File: src/acmp_pkg.sv
// package: constants and types shared by the analog comparator control logic
// assumes: one 40 MHz system clock, no register bus (control bits are plain ports)
package acmp_pkg;
    localparam int unsigned CLK_HZ = 40_000_000;
    localparam int unsigned NUM_CMP = 2;
    localparam int unsigned SRC_W = 2;
    localparam int unsigned REF_TAP_W = 4;
    // positive-source select codes
    localparam logic [1:0] SRC_OWN_PIN = 2'h0;
    localparam logic [1:0] SRC_CMP0_POS = 2'h1;
    localparam logic [1:0] SRC_INT_REF = 2'h2;
    localparam logic [1:0] SRC_RESERVED = 2'h3;
    // reset values
    localparam logic [1:0] SRC_RESET = 2'h0;
    localparam logic [1:0] EN_RESET = 2'h0;
    localparam logic [3:0] REF_TAP_RESET = 4'h0;
    // interrupt sense modes
    typedef enum logic [1:0] {
        SENSE_LEVEL,
        SENSE_FALL,
        SENSE_RISE,
        SENSE_BOTH
    } sense_t;
endpackage

File: src/cmp_ctl_if.sv
// interface: per-comparator control and status bundle
// assumes: controls driven by the top module, status driven by the comparator channel
`timescale 1ns/1ps
interface cmp_ctl_if;
    logic [1:0] pos_sel;
    logic invert;
    logic [1:0] sense;
    logic irq_en;
    logic clr;
    logic result;
    logic raw_flag;
    logic masked_flag;
    logic pos_valid;
    modport top (output pos_sel, invert, sense, irq_en, clr,
                 input result, raw_flag, masked_flag, pos_valid);
    modport chan (input pos_sel, invert, sense, irq_en, clr,
                  output result, raw_flag, masked_flag, pos_valid);
endinterface

File: src/cmp_channel.sv
// comparator channel: synchronises one analog result and keeps its flags
// assumes: cmp_raw_i is the asynchronous analog comparator output
`timescale 1ns/1ps
module cmp_channel
    import acmp_pkg::*;
(
    input wire logic clk_i,
    input wire logic rst_n,
    input wire logic ce_i,
    input wire logic cmp_raw_i,
    cmp_ctl_if.chan ctl
);
    logic sync1;
    logic sync2;
    logic prev;
    logic raw_flag;
    logic result;
    logic event_hit;
    logic pos_valid;
    logic [2:0] primed;

    // two-stage synchroniser, first stage read by second only
    always_ff @(posedge clk_i or negedge rst_n) begin
        if (!rst_n) begin
            sync1 <= 1'b0;
            sync2 <= 1'b0;
            prev <= 1'b0;
            primed <= 3'h0;
        end else if (ce_i) begin
            sync1 <= cmp_raw_i;
            sync2 <= sync1;
            prev <= sync2;
            primed <= {primed[1:0], 1'b1};
        end
    end

    // edge or level sense chosen by software
    // edges wait until prev holds a real sample, else reset fakes a rising edge
    assign event_hit = (ctl.sense == 2'(SENSE_LEVEL)) ? sync2 :
                       !primed[2] ? 1'b0 :
                       (ctl.sense == 2'(SENSE_FALL)) ? (prev & ~sync2) :
                       (ctl.sense == 2'(SENSE_RISE)) ? (~prev & sync2) :
                       (prev ^ sync2);

    // sticky raw flag; a new event beats a clear in the same cycle
    always_ff @(posedge clk_i or negedge rst_n) begin
        if (!rst_n) begin
            raw_flag <= 1'b0;
            result <= 1'b0;
            pos_valid <= 1'b0;
        end else if (ce_i) begin
            raw_flag <= event_hit | (raw_flag & ~ctl.clr);
            result <= sync2 ^ ctl.invert;
            pos_valid <= (ctl.pos_sel != SRC_RESERVED);
        end
    end

    assign ctl.result = result;
    assign ctl.raw_flag = raw_flag;
    assign ctl.masked_flag = raw_flag & ctl.irq_en;
    assign ctl.pos_valid = pos_valid;
endmodule

File: src/analog_comparator_control.sv
// top: digital control of two analog comparators, plain control ports
// assumes: analog compare cells outside; they take the mux selects driven here
// Notes on behaviour
// - two independent comparators, pin or interrupt
// - result one when negative below positive
// - negative input always its own pin; here neg_mux_own_o is low until the first enabled edge after reset
// - positive sources: own, comparator 0 positive, reference
// - comparator 1 code 01 takes comparator 0 positive
// - comparator 1 code 10 takes internal reference
// - result feeds interrupt, optionally drives pin; the interrupt flag here is taken from sync2, before the invert
// - interrupt may trigger sample capture
// - each comparator has control and status
// - reference set by one dedicated control group
// - masked, raw and enable interrupt groups
// - comparator 1 shared pin has one role only; here oe rises one edge before the mux leaves the own pin
`timescale 1ns/1ps
module analog_comparator_control
    import acmp_pkg::*;
(
    input wire logic clk_i,
    input wire logic nrst_i,
    input wire logic ce_i,
    // analog compare cell outputs, asynchronous
    input wire logic cmp0_raw_i,
    input wire logic cmp1_raw_i,
    // comparator0_control_reg fields
    input wire logic [1:0] cmp0_pos_sel_i,
    input wire logic cmp0_invert_i,
    input wire logic [1:0] cmp0_sense_i,
    input wire logic cmp0_out_en_i,
    // comparator1_control_reg fields
    input wire logic [1:0] cmp1_pos_sel_i,
    input wire logic cmp1_invert_i,
    input wire logic [1:0] cmp1_sense_i,
    input wire logic cmp1_out_en_i,
    // reference_control_reg fields
    input wire logic ref_enable_i,
    input wire logic ref_range_i,
    input wire logic [3:0] ref_tap_i,
    // irq_enable_reg and clear strobes of masked_irq_status_reg
    input wire logic [1:0] irq_en_i,
    input wire logic [1:0] irq_clr_i,
    // comparator_status_reg values
    output logic [1:0] status_o,
    output logic [1:0] raw_irq_status_o,
    output logic [1:0] masked_irq_status_o,
    output logic irq_o,
    output logic capture_trigger_o,
    output logic [1:0] pos_valid_o,
    // analog mux selects: 0 own pin, 1 comparator 0 positive, 2 reference
    output logic [1:0] cmp0_pos_mux_o,
    output logic [1:0] cmp1_pos_mux_o,
    output logic neg_mux_own_o,
    // reference ladder controls
    output logic ref_enable_o,
    output logic ref_range_o,
    output logic [3:0] ref_tap_o,
    // output pins, each with output enable
    output logic cmp0_out_pin_o,
    output logic cmp0_out_pin_oe_o,
    output logic cmp1_shared_pin_o,
    output logic cmp1_shared_pin_oe_o
);
    logic rst_s1;
    logic rst_n;
    logic [1:0] sel_q [NUM_CMP];
    logic [1:0] next_mux [NUM_CMP];
    logic cmp1_pin_is_input;
    logic cmp1_drive_ok;
    logic [1:0] raw_vec;
    logic [1:0] masked_vec;
    logic [1:0] result_vec;
    logic [1:0] valid_vec;
    logic masked_prev;

    cmp_ctl_if ch0 ();
    cmp_ctl_if ch1 ();

    // reset released through two flops, asserted immediately
    always_ff @(posedge clk_i or negedge nrst_i) begin
        if (!nrst_i) begin
            rst_s1 <= 1'b0;
            rst_n <= 1'b0;
        end else begin
            rst_s1 <= 1'b1;
            rst_n <= rst_s1;
        end
    end

    // per-comparator control bundles
    assign ch0.pos_sel = cmp0_pos_sel_i;
    assign ch0.invert = cmp0_invert_i;
    assign ch0.sense = cmp0_sense_i;
    assign ch0.irq_en = irq_en_i[0];
    assign ch0.clr = irq_clr_i[0];
    assign ch1.pos_sel = cmp1_pos_sel_i;
    assign ch1.invert = cmp1_invert_i;
    assign ch1.sense = cmp1_sense_i;
    assign ch1.irq_en = irq_en_i[1];
    assign ch1.clr = irq_clr_i[1];

    // two independent channels, polarity inverted in the channel result flop
    cmp_channel u_ch0 (
        .clk_i(clk_i),
        .rst_n(rst_n),
        .ce_i(ce_i),
        .cmp_raw_i(cmp0_raw_i),
        .ctl(ch0.chan)
    );
    cmp_channel u_ch1 (
        .clk_i(clk_i),
        .rst_n(rst_n),
        .ce_i(ce_i),
        .cmp_raw_i(cmp1_raw_i),
        .ctl(ch1.chan)
    );

    // positive mux decode; reserved code on comparator 0 parks on own pin
    assign next_mux[0] = (cmp0_pos_sel_i == SRC_INT_REF) ? SRC_INT_REF
                         : SRC_OWN_PIN;
    assign next_mux[1] = (cmp1_pos_sel_i == SRC_CMP0_POS) ? SRC_CMP0_POS
                         : (cmp1_pos_sel_i == SRC_INT_REF) ? SRC_INT_REF
                         : SRC_OWN_PIN;

    // shared pin is the positive input only when own-pin source is picked
    assign cmp1_pin_is_input = (next_mux[1] == SRC_OWN_PIN);
    assign cmp1_drive_ok = cmp1_out_en_i & ~cmp1_pin_is_input;

    assign result_vec = {ch1.result, ch0.result};
    assign raw_vec = {ch1.raw_flag, ch0.raw_flag};
    assign masked_vec = {ch1.masked_flag, ch0.masked_flag};
    assign valid_vec = {ch1.pos_valid, ch0.pos_valid};

    // mux selects registered so glitches stay out of the analog path
    always_ff @(posedge clk_i or negedge rst_n) begin
        if (!rst_n) begin
            sel_q[0] <= SRC_RESET;
            sel_q[1] <= SRC_RESET;
        end else if (ce_i) begin
            sel_q[0] <= next_mux[0];
            sel_q[1] <= next_mux[1];
        end
    end

    // every output from a flop
    always_ff @(posedge clk_i or negedge rst_n) begin
        if (!rst_n) begin
            cmp0_pos_mux_o <= SRC_RESET;
            cmp1_pos_mux_o <= SRC_RESET;
            neg_mux_own_o <= 1'b0;
            ref_enable_o <= 1'b0;
            ref_range_o <= 1'b0;
            ref_tap_o <= REF_TAP_RESET;
        end else if (ce_i) begin
            cmp0_pos_mux_o <= sel_q[0];
            cmp1_pos_mux_o <= sel_q[1];
            neg_mux_own_o <= 1'b1;
            ref_enable_o <= ref_enable_i;
            ref_range_o <= ref_range_i;
            ref_tap_o <= ref_tap_i;
        end
    end

    // status, interrupt and pin drive
    always_ff @(posedge clk_i or negedge rst_n) begin
        if (!rst_n) begin
            status_o <= EN_RESET;
            raw_irq_status_o <= EN_RESET;
            masked_irq_status_o <= EN_RESET;
            irq_o <= 1'b0;
            masked_prev <= 1'b0;
            capture_trigger_o <= 1'b0;
            pos_valid_o <= EN_RESET;
            cmp0_out_pin_o <= 1'b0;
            cmp0_out_pin_oe_o <= 1'b0;
            cmp1_shared_pin_o <= 1'b0;
            cmp1_shared_pin_oe_o <= 1'b0;
        end else if (ce_i) begin
            status_o <= result_vec;
            raw_irq_status_o <= raw_vec;
            masked_irq_status_o <= masked_vec;
            irq_o <= |masked_vec;
            masked_prev <= |masked_vec;
            capture_trigger_o <= (|masked_vec) & ~masked_prev;
            pos_valid_o <= valid_vec;
            cmp0_out_pin_o <= result_vec[0];
            cmp0_out_pin_oe_o <= cmp0_out_en_i;
            cmp1_shared_pin_o <= result_vec[1];
            cmp1_shared_pin_oe_o <= cmp1_drive_ok;
        end
    end
endmodule

File: config.mk
export PLATFORM = sky130hd
export DESIGN_NAME = analog_comparator_control
export DESIGN_NICKNAME = d
export VERILOG_FILES = /design/src/acmp_pkg.sv /design/src/cmp_ctl_if.sv /design/src/cmp_channel.sv /design/src/analog_comparator_control.sv
export SDC_FILE = /design/constraint.sdc
export NUM_CORES = 1
export LEC_CHECK = 0
export BUFFER_PORTS_ARGS = -buffer_cell sky130_fd_sc_hd__buf_2
export CORE_ASPECT_RATIO = 1.5
export CORE_MARGIN = 3
export CORE_UTILIZATION = 55
export CTS_CLUSTER_DIAMETER = 100
export CTS_CLUSTER_SIZE = 10
export DETAILED_ROUTE_END_ITERATION = 10
export GPL_TIMING_DRIVEN = 0
export PLACE_DENSITY_LB_ADDON = 0.08
export SETUP_SLACK_MARGIN = 0.3
export SLEW_MARGIN = 10
export SYNTH_ARGS = -nofsm -noshare
export SYNTH_HDL_FRONTEND = slang
export SYNTH_SLANG_ARGS = --single-unit
File: constraint.sdc
create_clock -name clk_i -period 4.4 [get_ports clk_i]
set_clock_uncertainty 0.2 [all_clocks]
set_input_delay 0.88 -clock clk_i [delete_from_list [all_inputs] [get_ports clk_i]]
set_output_delay 0.88 -clock clk_i [all_outputs]
set_load 0.1 [all_outputs]
# Word level (Yosys, flattened, before mapping)
# Index checks and enable logic that the tools add are counted.
[word_totals]
n_memories = 0
input_bits = 27
elab_cells = 82
regBits = 49
latch_bits = 0
out_inout_bits = 25
romBits = 0
ram_bits = 0
[op_classes]
magnitude_cmp = 0
n_shift = 0
n_bitwise = 24
mul = 0
div = 0
n_reduce_logical = 4
n_eq_ne = 9
n_addsub = 0
n_mux = 11
[op_table]
columns = ["cell", "count"]
rows = [
  ["$and 1x1->1", 10],
  ["$eq 2x2->1 const B", 4],
  ["$mux 1", 8],
  ["$not 1->1", 8],
  ["$eq 2x1->1 const B", 3],
  ["$logic_not 2->1", 3],
  ["$mux 2", 3],
  ["$ne 2x2->1 const B", 2],
  ["$xor 1x1->1", 4],
  ["$or 1x1->1", 2],
  ["$reduce_or 2->1", 1],
]

# Logic depth before layout (Yosys ltp)
[depth]
depth_word = 7
depth_mapped = 5
mapped_depth_nobuf = 5

# Cells and area by module
# A second synthesis with hierarchy kept.
[unflattened]
cells_unflattened = 144
area_unflattened_um2 = 1891.8
[modules_own_cells]
columns = ["mod", "cells_per_inst", "n_inst", "seq_area_each_um2", "area_per_inst_um2"]
rows = [
  ["analog_comparator_control", 72, 1, 675.6, 1068.5],
  ["cmp_channel", 36, 2, 225.2, 411.6],
]

# Worst setup path after synthesis
# No wires, ideal clock.
[synth_path]
kind = "reg-to-output"
start = "reg status_o[0]"
end = "out status_o[0]"
required_ns = 3.320
stages_incl_launch_ff = 2
slack_ns = 1.980
arrival_time_ns = 1.340
n_path_buf = 1
path_cell_list = "dfrtp_1 buf_4"
[synth_rtl]
columns = ["item", "line_no", "rtl"]
rows = [
  ["start, declared", "analog_comparator_control.sv:44", "output logic [1:0] status_o,"],
  ["start signal, assigned", "analog_comparator_control.sv:179", "status_o <= result_vec;"],
]
# No word-level cell between the ends.

# Worst setup path after layout
[layout_path]
start = "reg status_o[0]"
end = "out status_o[0]"
# No word-level cell between the ends.

==> run metrics <==
status=finished, final reports clean; DRT Pass-1 Iters=4; leakage=0.00116 uW; PnR Total Power=1170 uW; dpl cells=228; Worst slew margin=0.442; total wire length=3.50 mm; # port buffers=49; vias post-DR=1185; CTS Buffer Depth=2; Hold Vio Cnt, Final=0; worst hold path type=in -> async; Antenna Violating Nets Remaining=0; Ports=52; number of global-route vias before repair=1319; synth-to-layout area growth=22.1%; layout cells sized above 1=0.464; Die ar.=4150 um2; CORE AREA=3220 um2; yosys warns=0; clock share of power=0.261; Num CTS Buffers=5; worst slew pin tran=0.837 ns; # Post-CTS Setup Buffers=0; WP data required=3.32 ns; Avg Cell Area, Syn=13.4 um2; Routability Congestion=0.787; most common cell in the netlist=dfrtp_1; ys flop type=dfrtp_1; Synth async-reset ratio=1.00; RSZ-0062 raised after global routing=false; Logic pwr share=0.346; H-Tree Depth=2; largest net degree at the start of global routing=40; VDD IR-drop max=0.000347 V; Synth Register Bits=41; hold-fix buffers at CTS=0; total grt overflow=0; via density per instance=5.02; most instantiated cells after synthesis=dfrtp_1 (41), mux2_4 (23), inv_1 (11); arrival time worst endpoint=1.18 ns; CTS tree=done; first-pass GRT wire length=5.96 mm; Worst-path clk slew=0.07 ns; clk_lat worst skew=0.28 ns; Worst path max stage delay=0.41 ns; num rows=25; synthesized net count=173; Post-route DRC=0; height of the die=77.4 um; Critical R2R Launch=u_ch0.sync2; WL/cell=14.8 um; area fraction of the dominant cell type after synthesis=0.549; Pins Over Slew Limit=0; worst-path cell chain=buf_4 -> buf_2; synth unique cells=24; Num Clock Sinks=41; Finished Layout Cells=236; worst r2r dst=u_ch0.ctl.raw_flag; Initial Util=0.580; DR iter-0 viols=33; sequential power share=0.393; initial antenna violation count=0; gr usage total=0.195; Syn Inst Count=139; period utilization=0.514; Final HPWL DP=2.54 mm; post-synth top area cell=dfrtp_1; Area contributors post-synth=dfrtp_1 (55%), mux2_4 (18%), ha_1 (4.7%); Finished Cell Area=2280 um2; P_int=707 uW; max-cap violation count=0; post-CTS sizing=0; worst setup path class=reg -> out; P_sw=464 uW; Fmax achieved=0.442 GHz; CTS root buf=clkbuf_8; Die Width=53.6 um; critical-path maximum fanout=3; Sw Share=0.396; # setup viols final=0; Seq/Total Area, Yosys=0.549; Pwr Density=513 nW/um2; slowest CP cell=buf_2; number of diodes=0; Startpoint Class=flip-flop; Placed Area=2170 um2; reg2reg path depth=5; min Tclk post-route=2.26 ns; register-to-register setup slack=2.88 ns; nets=229; synthesized cell area=1870 um2; setup tns final=0 ns; CP Capture Type=output pin; EDFF count, synth=0
## critical path, delay by kind of cell (launching register included)
family	cells	cell delay [ns]
buffers and inverters	2	0.52
DFF	1	0.37
## per-stage QoR
step | setup WS, ns | utilization | hold WS, ns
floorplan | 1.98 | - | 0.131
global placement | 2.46 | 0.672 | 0.136
detailed placement | 2.44 | 0.672 | 0.137
CTS | 2.12 | 0.708 | 0.151
global route | 2.10 | 0.708 | 0.148
finish | 2.14 | 0.708 | 0.159
## flip-flops by register name (all words and copies together), names as in the netlist, 2 cells and up
name / flops
cmp1_pos_mux_o: 2
masked_irq_status_o: 2
pos_valid_o: 2
raw_irq_status_o: 2
ref_tap_o: 4
sel_q: 3
status_o: 2
u_ch0.primed: 3
## logic make-up after synthesis
group                      count (synthesis)  synth area share
DFF                                       41             0.549
adders and majority gates                  7            0.0469
and+or+nand+nor                           24            0.0602
AOI/OAI and AO/OA                         19            0.0689
other                                      2           0.00402
xor gates and xnor gates                   2           0.00937
muxes                                     24             0.190
buffers and inverters                     20            0.0716
## cells in the final DEF (no fill, tap or decap), drive strengths merged
cell type | netlist | layout
ha | 7 | 7
conb | 2 | 2
a211oi | 2 | 2
dfrtp | 41 | 41
a221o | 2 | 2
clkbuf | 0 | 7
buf | 9 | 58
nor2 | 7 | 7
nand3 | 6 | 6
inv | 11 | 11
a22oi | 1 | 1
nand2 | 6 | 6
o21ai | 10 | 10
nand3b | 2 | 2
a21oi | 3 | 3
a31oi | 1 | 1
or2 | 1 | 1
mux2 | 23 | 23
nor2b | 2 | 2
xnor2 | 2 | 2
mux2i | 1 | 1
bufinv | 0 | 1
## worst max path at each step
stage / start / to / slack, ns / cells past startpoint
3_3_place_gp: status_o[0] / status_o[0] / 2.46 / 2
2_1_floorplan: status_o[0] / status_o[0] / 1.98 / 1
6_report: status_o[0] / status_o[0] / 2.14 / 2
5_1_grt: status_o[0] / status_o[0] / 2.10 / 2
4_1_cts: status_o[0] / status_o[0] / 2.12 / 2
3_5_place_dp: status_o[0] / status_o[0] / 2.44 / 2
## routing by layer
metal / routed length (um) / GRT usage
met3: 154 / 0.0403
met4: 21 / 0.0614
met5: 0 / 0
met1: 1440 / 0.235
met2: 1880 / 0.335
## cell type report
type / count / area, um2
inverter: 11 / 41.3
tap: 40 / 50.0
fill: 238 / 940
multi-input combinational: 78 / 709
buffer: 9 / 92.6
sequential: 41 / 1030
timing repair buffer: 49 / 245
clock inverter: 1 / 30.0
clock buffer: 7 / 86.3
## power by group through the flow
stage / clock [uW] / sequential [uW] / combinational (uW)
after floorplan: 0 / 671 / 131
after global placement: 0 / 466 / 401
after detailed placement: 0 / 469 / 406
after CTS: 312 / 462 / 408
after global routing: 331 / 469 / 422
final: 306 / 461 / 405
Note: power is estimated with default switching activity, not from simulation.
